**src/include/dss_pkg.sv**
```systemverilog
// Package for the soft single request and source address block.
// Assumes one 20 MHz core clock and a plain strobe register port.
package dss_pkg;

	// ----------------------------------------------------------------
	// Register map
	// ----------------------------------------------------------------
	localparam logic [7:0] ADDR_SOFT_SREQ = 8'h00;
	localparam logic [7:0] ADDR_CTRL_CFG = 8'h04;
	localparam logic [7:0] ADDR_CH_SRC = 8'h08;
	localparam logic [7:0] ADDR_CH_SETUP = 8'h0c;
	localparam logic [7:0] ADDR_CH_CTRL = 8'h10;
	localparam logic [7:0] ADDR_CH_STEP = 8'h14;

	localparam int NUM_REQ = 16;
	localparam int CFG_RUN_BIT = 0;
	localparam int SETUP_EN_BIT = 0;
	localparam int CTRL_SWIDTH_LSB = 18;
	localparam int CTRL_SWIDTH_MSB = 20;
	localparam logic [31:0] SRC_RESET = 32'h00000000;
	localparam logic [31:0] READ_NONE = 32'h00000000;

	localparam logic [2:0] WIDTH_BYTE = 3'h0;
	localparam logic [2:0] WIDTH_HALF = 3'h1;
	localparam logic [2:0] WIDTH_WORD = 3'h2;

	localparam int FIFO_DEPTH = 8;
	localparam int FIFO_WIDTH = 32;

	typedef enum logic [2:0] {
		ST_IDLE = 3'b001,
		ST_READ = 3'b010,
		ST_PUSH = 3'b100
	} dss_state_t;

	typedef struct packed {
		logic [7:0] addr;
		logic [31:0] wdata;
		logic wr;
		logic rd;
	} dss_bus_req_t;

endpackage

```
**src/dss_fifo.sv**
```systemverilog
// Synchronous FIFO that buffers source words fetched by the channel.
// Assumes one clock and a synchronous active-low reset.
`timescale 1ns/1ns
`default_nettype none
module dss_fifo #(
	parameter int WIDTH = 32,
	parameter int DEPTH = 8
) (
	input wire logic i_clk,
	input wire logic i_rst_n,
	input wire logic i_in_valid,
	output logic o_in_ready,
	input wire logic [WIDTH-1:0] i_in_data,
	output logic o_out_valid,
	input wire logic i_out_ready,
	output logic [WIDTH-1:0] o_out_data
);
	localparam int AW = $clog2(DEPTH);

	typedef struct packed {
		logic [AW-1:0] wp;
		logic [AW-1:0] rp;
		logic [AW:0] cnt;
	} dss_fifo_st_t;

	dss_fifo_st_t st_q;
	dss_fifo_st_t st_d;
	logic [WIDTH-1:0] mem [DEPTH];
	logic push;
	logic pop;

	assign o_in_ready = (st_q.cnt != (AW+1)'(DEPTH));
	assign o_out_valid = (st_q.cnt != '0);
	assign o_out_data = mem[st_q.rp];
	assign push = i_in_valid && o_in_ready;
	assign pop = o_out_valid && i_out_ready;

	always_comb begin
		st_d = st_q;
		if (push) begin
			st_d.wp = (st_q.wp == AW'(DEPTH - 1)) ? '0 : st_q.wp + 1'b1;
		end
		if (pop) begin
			st_d.rp = (st_q.rp == AW'(DEPTH - 1)) ? '0 : st_q.rp + 1'b1;
		end
		st_d.cnt = st_q.cnt + (AW+1)'(push) - (AW+1)'(pop);
	end

	always_ff @(posedge i_clk) begin
		if (!i_rst_n) begin
			st_q <= '0;
		end else begin
			st_q <= st_d;
		end
	end

	always_ff @(posedge i_clk) begin
		if (push) begin
			mem[st_q.wp] <= i_in_data;
		end
	end
endmodule // dss_fifo
`default_nettype wire

```
**src/dss_top.sv**
```systemverilog
// Soft single request, controller run bit and one channel source address.
// Assumes a strobe register port and a simple request/ack fetch bus that may take any number of cycles to ack.
`timescale 1ns/1ns
`default_nettype none
module dss_top
	import dss_pkg::*;
(
	input wire logic I_CORE_CLK,
	input wire logic I_RST_N,
	input wire logic [7:0] I_ADDR,
	input wire logic [31:0] I_WDATA,
	input wire logic I_WR,
	input wire logic I_RD,
	output logic [31:0] O_RDATA,
	input wire logic [NUM_REQ-1:0] I_HW_SREQ,
	output logic O_FETCH_REQ,
	output logic [31:0] O_FETCH_ADDR,
	input wire logic I_FETCH_ACK,
	input wire logic [31:0] I_FETCH_DATA,
	output logic O_DATA_VALID,
	output logic [31:0] O_DATA,
	input wire logic I_DATA_READY,
	output logic O_BUSY
);
	// ----------------------------------------------------------------
	// State
	// ----------------------------------------------------------------
	typedef struct packed {
		logic run;
		logic ch_en;
		logic [2:0] swidth;
		logic [31:0] src;
		logic [31:0] src_work;
		logic [NUM_REQ-1:0] active;
		logic [3:0] cur;
		dss_state_t fsm;
		logic [31:0] word;
		logic [31:0] rdata;
		logic fetch_req;
		logic [31:0] out_data;
		logic out_valid;
		logic busy;
	} dss_top_st_t;

	dss_top_st_t st_q;
	dss_top_st_t st_d;
	dss_bus_req_t bus;
	logic fifo_in_ready;
	logic fifo_out_valid;
	logic [31:0] fifo_out_data;
	logic pick_found;
	logic [3:0] pick_idx;
	logic [31:0] step;
	logic out_take;

	assign bus = '{addr: I_ADDR, wdata: I_WDATA, wr: I_WR, rd: I_RD};
	// Output stage registered so every top output comes from a flip-flop.
	assign out_take = !st_q.out_valid || I_DATA_READY;

	dss_fifo #(
		.WIDTH(FIFO_WIDTH),
		.DEPTH(FIFO_DEPTH)
	) u_fifo (
		.i_clk(I_CORE_CLK),
		.i_rst_n(I_RST_N),
		.i_in_valid(st_q.fsm == ST_PUSH),
		.o_in_ready(fifo_in_ready),
		.i_in_data(st_q.word),
		.o_out_valid(fifo_out_valid),
		.i_out_ready(out_take),
		.o_out_data(fifo_out_data)
	);

	// ----------------------------------------------------------------
	// Request pick and address step
	// ----------------------------------------------------------------
	always_comb begin
		pick_found = 1'b0;
		pick_idx = 4'h0;
		for (int i = NUM_REQ - 1; i >= 0; i--) begin
			if (st_q.active[i]) begin
				pick_found = 1'b1;
				pick_idx = 4'(i);
			end
		end
	end

	always_comb begin
		unique case (st_q.swidth)
			WIDTH_HALF: step = 32'h00000002;
			WIDTH_WORD: step = 32'h00000004;
			default: step = 32'h00000001;
		endcase
	end

	// ----------------------------------------------------------------
	// Next state
	// ----------------------------------------------------------------
	always_comb begin
		st_d = st_q;
		st_d.rdata = READ_NONE;
		if (bus.wr && bus.addr == ADDR_CTRL_CFG) begin
			st_d.run = bus.wdata[CFG_RUN_BIT];
		end
		if (bus.rd && bus.addr == ADDR_CTRL_CFG) begin
			st_d.rdata = {31'h00000000, st_q.run};
		end
		if (st_q.run) begin
			if (bus.wr) begin
				unique case (bus.addr)
					ADDR_CH_SRC: st_d.src = bus.wdata;
					ADDR_CH_SETUP: begin
						st_d.ch_en = bus.wdata[SETUP_EN_BIT];
						if (bus.wdata[SETUP_EN_BIT] && !st_q.ch_en) begin
							st_d.src_work = st_q.src;
						end
					end
					ADDR_CH_CTRL: st_d.swidth = bus.wdata[CTRL_SWIDTH_MSB:CTRL_SWIDTH_LSB];
					default: ;
				endcase
			end
			if (bus.rd) begin
				unique case (bus.addr)
					ADDR_SOFT_SREQ: st_d.rdata = {16'h0000, st_q.active};
					// While enabled the live pointer is shown, so reads move.
					ADDR_CH_SRC: st_d.rdata = st_q.ch_en ? st_q.src_work : st_q.src;
					ADDR_CH_SETUP: st_d.rdata = {31'h00000000, st_q.ch_en};
					ADDR_CH_CTRL: st_d.rdata = {11'h000, st_q.swidth, 18'h00000};
					ADDR_CH_STEP: st_d.rdata = step;
					default: ;
				endcase
			end
		end

		unique case (st_q.fsm)
			ST_IDLE: begin
				if (st_q.run && st_q.ch_en && pick_found) begin
					st_d.cur = pick_idx;
					st_d.fsm = ST_READ;
					st_d.fetch_req = 1'b1;
				end
			end
			ST_READ: begin
				if (I_FETCH_ACK) begin
					st_d.word = I_FETCH_DATA;
					st_d.fetch_req = 1'b0;
					st_d.fsm = ST_PUSH;
				end
			end
			ST_PUSH: begin
				if (fifo_in_ready) begin
					st_d.src_work = st_q.src_work + step;
					st_d.active[st_q.cur] = 1'b0;
					st_d.fsm = ST_IDLE;
				end
			end
		endcase

		// A new trigger outranks the completion clear of the same bit.
		if (st_q.run && bus.wr && bus.addr == ADDR_SOFT_SREQ) begin
			st_d.active = st_d.active | bus.wdata[NUM_REQ-1:0];
		end
		// Hardware requests share the tracker; software and hardware triggers set the same active bits.
		if (st_q.run) begin
			st_d.active = st_d.active | I_HW_SREQ;
		end
		if (!st_q.run) begin
			st_d.active = '0;
		end

		if (out_take) begin
			st_d.out_valid = fifo_out_valid;
			st_d.out_data = fifo_out_data;
		end
		st_d.busy = (st_d.fsm != ST_IDLE);
	end

	always_ff @(posedge I_CORE_CLK) begin
		if (!I_RST_N) begin
			st_q <= '{run: 1'b0, ch_en: 1'b0, swidth: WIDTH_BYTE, src: SRC_RESET,
				src_work: SRC_RESET, active: '0, cur: 4'h0, fsm: ST_IDLE,
				word: 32'h00000000, rdata: READ_NONE, fetch_req: 1'b0,
				out_data: 32'h00000000, out_valid: 1'b0, busy: 1'b0};
		end else begin
			st_q <= st_d;
		end
	end

	assign O_RDATA = st_q.rdata;
	assign O_FETCH_REQ = st_q.fetch_req;
	assign O_FETCH_ADDR = st_q.src_work;
	assign O_DATA_VALID = st_q.out_valid;
	assign O_DATA = st_q.out_data;
	assign O_BUSY = st_q.busy;
endmodule // dss_top
`default_nettype wire

```
**config.mk**
```make
export PLATFORM = sky130hd
export DESIGN_NAME = dss_top
export DESIGN_NICKNAME = d
export VERILOG_FILES = /design/src/include/dss_pkg.sv /design/src/dss_fifo.sv /design/src/dss_top.sv
export SDC_FILE = /design/constraint.sdc
export NUM_CORES = 1
export LEC_CHECK = 0
export BUFFER_PORTS_ARGS = -buffer_cell sky130_fd_sc_hd__buf_2
export CAP_MARGIN = 20
export CORE_ASPECT_RATIO = 1.25
export CORE_MARGIN = 3
export CORE_UTILIZATION = 40
export DETAILED_ROUTE_END_ITERATION = 10
export PLACE_DENSITY = 0.57
export SLEW_MARGIN = 20
export SYNTH_ARGS = -nofsm -noshare
export SYNTH_HDL_FRONTEND = slang
export SYNTH_SLANG_ARGS = --single-unit
```
**constraint.sdc**
```tcl
create_clock -name I_CORE_CLK -period 6.35 [get_ports I_CORE_CLK]
set_input_delay 0.3175 -clock I_CORE_CLK [delete_from_list [all_inputs] [get_ports I_CORE_CLK]]
set_output_delay 0.3175 -clock I_CORE_CLK [all_outputs]
set_load 0.005 [all_outputs]
```
==> flow_metrics.tcl, run 1 <==
set metrics [dict create \
    via_per_inst 5.383 \
    io_pins 193 \
    clk_latency_ps 590 \
    critPathSlowestCell "or4_1" \
    ys_seq_area_share_pct 62.53 \
    switching_power_mw 1.571 \
    startpoint_type "flop" \
    clockRootBuffer "clkbuf_16" \
    initial_utilization_pct 40.50 \
    vias 12170 \
    core.rowCount 88 \
    fin_nets 1745 \
    worst_slew_pin_slew_ps 943.4 \
    core_area_um2 46240 \
    finalCriticalPeriod_ps 3010 \
    period_share_pct 47.41 \
    drc 0 \
    async_reset_ff_share_pct 0 \
    cp_num_buf_inv 2 \
    maxCapViolations 0 \
    synth-seq-cells 457 \
    drt-total-wl_mm 46.22 \
    path_class "flop to flop" \
    slew_headroom_pct 36.87 \
    tns_ps 0 \
    cts_sinks 457 \
    synth_xor_area_share_pct 0.1871 \
    num_antenna_cells 0 \
    grt_pass1_wl_mm 70.32 \
    clock_skew_ps 22.84 \
    critPathTopFamily "simple AND/OR/NAND/NOR gates" \
    place.gp.congestion 0.8341 \
    cp_cell_sequence "inv_1 > ha_1 > or3b_2 > nand3_1 > inv_1 > or4_1 > o221a_1 > o31a_1" \
    status "complete, no violations" \
    power_density_nw_per_um2 302.4 \
    synth_compound_area_share_pct 8.798 \
    fillers 4127 \
    hold_buffers 77 \
    internal-power_mw 5.063 \
    cp-end-kind "flop" \
    port_buffers 192 \
    maxSlewViolCount 0 \
    max_freq_ghz 0.3322 \
    syn_area_um2 18730 \
    synthesis.instances 1476 \
    cts_max_level 2 \
    synthFlopType "edfxtp_1" \
    path_max_fanout 25 \
    pwr-share-clk_pct 42.5 \
    hpwl_mm 28.31 \
    hold_viol 0 \
    first_pass_iters 5 \
    crit_top_cell "inv_1" \
    wl_per_cell_um 20.45 \
    numCtsBuffers 47 \
    die_y_um 247.9 \
    drt_iter0_drc 674 \
    antenna_found_initial 0 \
    combPwrFrac_pct 8.7 \
    synth.most_common_cell "edfxtp_1" \
    irDropWorstVdd_mv 0.2456 \
    synth_area_leaders "edfxtp_1 41%, dfxtp_1 21%, mux4_2 7.7%" \
    yosysTopAreaCell "edfxtp_1" \
    synth_top_area_share_pct 41.04 \
    synthAdderAreaFrac_pct 1.082 \
    synth_edf_count 256 \
    path_clk_slew_ps 70 \
    syn_nets 1585 \
    seq_power_share_pct 48.8 \
    fin_hold_ws_ps 40.40 \
    p_sw_share_pct 23.68 \
    synthSimpleGateAreaFrac_pct 9.560 \
    yosysUniqueCellTypes 64 \
    dieArea_um2 49470 \
    synthMuxAreaShare_pct 11.82 \
    ys_warn_count 0 \
    cp_data_arrival_time_ps 3490 \
    grt_max_degree 78 \
    final_layout_size_suffix_gt1_share_pct 22.57 \
    syn_to_final_growth_pct 17.14 \
    cts_buffer_depth 3 \
    post_cts_resized 0 \
    drtAntennaViolNets 0 \
    grt-ovfl-total 0 \
    cellLeakagePower_nw 6.862 \
    grt_use_total_pct 18.41 \
    synthTopCellsByCount "256 x edfxtp_1, 201 x dfxtp_1, 182 x nand2_1" \
    rsz0062_at_grt "no" \
    first_global_vias 12180 \
    cts_tree "yes" \
    synth_top_family_by_area "multiplexers" \
    die_width_um 199.5 \
    critPathMaxStageDelay_ps 950 \
    cp_data_required_time_ps 6830 \
    avgSynthCellArea_um2 12.69 \
    setup_viol 0 \
    holdCritPathClass "primary input to flop" \
    cts_setup_buffers 0 \
]
cell type report:
type | instances | area, µm² | share of cell area, %
Timing Repair Buffer | 290 | 1889 | 8.611
Tap cell | 585 | 732.0 | 3.336
Sequential cell | 457 | 11720 | 53.41
Inverter | 21 | 81.33 | 0.3707
Clock inverter | 23 | 292.8 | 1.334
Multi-Input combinational cell | 819 | 5949 | 27.12
Clock buffer | 65 | 1276 | 5.817
routing by layer:
metal	part of all wire [%]	routed length, µm	vias up	global-route usage [%]
li1	-	-	5713	-
met3	5.2	2411	78	3.218
met2	51	23530	342	32.69
met5	0	0	-	0
met1	41	19100	6033	23.06
met4	2.5	1173	0	5.359
power by group through the flow:
stage / Sequential, mW / Combinational, mW / Clock [mW]
after floorplan: 3.22 / 0.487 / 0
after global placement: 3.31 / 0.540 / 0
after detailed placement: 3.31 / 0.547 / 0
after CTS: 3.24 / 0.587 / 2.90
after global routing: 3.26 / 0.630 / 3.00
final: 3.24 / 0.575 / 2.82
state kept, by name, indices dropped and copies added, names as in the netlist:
name / cells
u_fifo.mem: 256
st_q: 92
O_FETCH_ADDR: 32
O_DATA: 32
O_DATA_VALID: 1
O_FETCH_REQ: 1
O_RDATA: 32
O_BUSY: 1
u_fifo.st_q: 10
worst paths after layout:
check | startpoint | end | slack, ps | depth (start not counted)
worst max register to register | u_fifo.st_q[2]$_SDFF_PN0_ | O_FETCH_ADDR[20]$_SDFF_PN0_ | 3340 | 8
worst min register to register | O_FETCH_REQ$_SDFFE_PN0P_ | O_FETCH_REQ$_SDFFE_PN0P_ | 460 | 2
worst max-delay path | u_fifo.st_q[2]$_SDFF_PN0_ | O_FETCH_ADDR[20]$_SDFF_PN0_ | 3340 | 8
worst min-delay path | I_FETCH_DATA[28] | st_q[95]$_SDFFE_PN0P_ | 40 | 3
cells by family after synthesis:
| family | count (synthesis) |
|---|---|
| DFF | 457 |
| and+or+nand+nor | 391 |
| AOI/OAI and AO/OA | 268 |
| buffers and inverters | 200 |
| muxes | 141 |
| adders and majority gates | 15 |
| xor gates and xnor gates | 4 |
tightest hold or removal path, stage by stage:
cell and delay [ps]:
buf_2 100, nand2_1 90, a21oi_1 70
placed cells by master (no fill, tap or decap), types with 8 or more instances in the layout:
master | netlist | routed
or3_1 | 9 | 9
nor3_1 | 19 | 17
and4_1 | 8 | 8
mux4_2 | 64 | 64
nand2_1 | 182 | 182
a211oi_1 | 45 | 45
mux2i_1 | 76 | 76
clkbuf_1 | 60 | 15
ha_1 | 13 | 13
a21oi_1 | 117 | 117
o21ai_0 | 42 | 42
dlygate4sd3_1 | 0 | 77
dfxtp_1 | 201 | 197
edfxtp_1 | 256 | 256
clkinv_2 | 0 | 8
inv_1 | 21 | 20
nor2_1 | 91 | 88
buf_4 | 96 | 21
clkbuf_16 | 0 | 48
nand3_1 | 15 | 15
a31oi_1 | 13 | 13
and3_1 | 8 | 8
buf_2 | 8 | 192
through the flow:
step / total power [mW] / instances / cell area, µm² / util [%] / worst slack, ps
finish: 6.634 / 2260 / 21940 / 47.44 / 3340
floorplan: 3.704 / 1476 / 18730 / - / 1024
detailed placement: 3.855 / 2095 / 19600 / 42.38 / 3321
global route: 6.891 / 2260 / 21940 / 47.44 / 3066
CTS: 6.733 / 2260 / 21940 / 47.44 / 3304
global placement: 3.849 / 2095 / 19600 / 42.38 / 3403
No activity file was read; power rests on OpenSTA's default activity.
==> run 2: changes to the inputs <==
- clock period: 6.35 -> 3.1 ns (I/O delays scaled with it)
==> flow_metrics.tcl, run 2 (synthesized netlist as in run 1, its figures left out) <==
set metrics [dict create \
    grt_max_degree 70 \
    cts_max_level 2 \
    wl_per_cell_um 20.51 \
    fin_hold_ws_ps 85.12 \
    io_pins 193 \
    numCtsBuffers 47 \
    top_regs "u_fifo.mem x256, st_q x92" \
    post_cts_resized 0 \
    hold_buffers 80 \
    reg2reg_slack_ps 490 \
    rsz0062_at_grt "no" \
    cts_buffer_depth 3 \
    regMostFlops "u_fifo.mem" \
    period_share_pct 84.14 \
    cp_data_arrival_time_ps 3120 \
    dieArea_um2 49470 \
    first_pass_iters 5 \
    worst_slew_pin_slew_ps 922.1 \
    via_per_inst 5.381 \
    layout_commonest_cell "edfxtp_1" \
    reg2reg_depth 9 \
    initial_utilization_pct 40.50 \
    finalCriticalPeriod_ps 2608 \
    place.gp.congestion 0.8760 \
    grt-ovfl-total 0 \
    fin_nets 1763 \
    core_area_um2 46240 \
    core.rowCount 88 \
    first_global_vias 12270 \
    fin_cells 2276 \
    syn_to_final_growth_pct 18.37 \
    hpwl_mm 29.28 \
    cp-end-kind "flop" \
    fillers 4172 \
    die_y_um 247.9 \
    path_max_fanout 8 \
    drc 0 \
    vias 12250 \
    antenna_found_initial 0 \
    cts_sinks 457 \
    port_buffers 192 \
    final_cell_mix "256 x edfxtp_1, 197 x dfxtp_1, 192 x buf_2" \
    maxCapViolations 0 \
    cp-startpoint "st_q[186]$_SDFFE_PN0P_" \
    final_layout_size_suffix_gt1_share_pct 23.18 \
    grt_pass1_wl_mm 70.79 \
    num_antenna_cells 0 \
    power_density_nw_per_um2 606.8 \
    cts_tree "yes" \
    path_class "flop to flop" \
    clock_skew_ps 17.44 \
    endpoint "O_FETCH_ADDR[16]$_SDFF_PN0_" \
    place_inst 2110 \
    clk_latency_ps 590 \
    holdCritPathClass "primary input to flop" \
    cp_data_required_time_ps 3610 \
    die_width_um 199.5 \
    maxSlewViolCount 0 \
    cellLeakagePower_nw 6.934 \
    hold_viol 0 \
    irDropWorstVdd_mv 0.4893 \
    r2r-end "O_FETCH_ADDR[16]$_SDFF_PN0_" \
    clockRootBuffer "clkbuf_16" \
    grt_use_total_pct 18.68 \
    max_freq_ghz 0.3834 \
    drt_iter0_drc 672 \
    largest_reg_flops 256 \
    setup_viol 0 \
    cts_setup_buffers 0 \
    slew_headroom_pct 37.96 \
    drtAntennaViolNets 0 \
    worstReg2RegStart "st_q[186]$_SDFFE_PN0P_" \
    startpoint_type "flop" \
    drt-total-wl_mm 46.68 \
    status "complete, no violations" \
    path_clk_slew_ps 60 \
]
## run 2: worst min-delay path by stage
stage	startpoint	endpoint	slack, ps	cells after the start
after floorplan	I_WDATA[29]	st_q[183]$_SDFFE_PN0P_	290	2
after global placement	I_FETCH_DATA[18]	st_q[85]$_SDFFE_PN0P_	400	3
after detailed placement	I_FETCH_DATA[10]	st_q[77]$_SDFFE_PN0P_	400	3
after CTS	I_ADDR[4]	O_RDATA[1]$_SDFF_PN0_	40	3
after global routing	I_ADDR[5]	O_RDATA[1]$_SDFF_PN0_	90	4
final	I_ADDR[4]	O_RDATA[1]$_SDFF_PN0_	90	3
## run 2: routing by layer
metal	global-route usage, %	wire length (µm)	vias up	part of all wire [%]
met4	7.598	1718	0	3.7
met2	32.48	23150	357	50
met3	2.607	2378	94	5.1
met5	0	0	-	0
met1	23.51	19430	6056	42
li1	-	-	5741	-
## run 2: layout make-up
type / count / area (µm²) / share of cell area, %
inverters: 21 / 81.33 / 0.3668
multi-input cells: 819 / 5998 / 27.06
clock inverters: 25 / 262.8 / 1.185
flip-flops and latches: 457 / 11720 / 52.86
clock buffers: 61 / 1270 / 5.728
well taps: 585 / 732.0 / 3.302
repair buffers: 308 / 2107 / 9.504
## run 2: worst max-delay path: stages (launching register included)
cell and delay [ps]:
dfxtp_1 360, nand2b_1 170, a21o_1 140, ha_1 230, fa_1 240, a21oi_1 110
or2_2 310, or3_1 460, or3_1 340, a31oi_1 160
## run 2: power by group
part	internal, mW	switching [mW]
logic	0.643	0.615
clock network	3.18	2.40
registers	6.43	0.188
total	10.2	3.20
## run 2: per-stage QoR
step                      setup slack (ps)  instance area, µm²  utilization, %  total power, mW  TNS, ps
after global routing                 310.3               22170           47.94            14.00        0
after global placement               415.9               19840           42.90            7.943        0
final                                491.8               22170           47.94            13.45        0
after detailed placement             389.2               19840           42.90            7.959        0
after CTS                            510.8               22170           47.94            13.68        0
after floorplan                     -651.0               18790               -            7.588   -63610
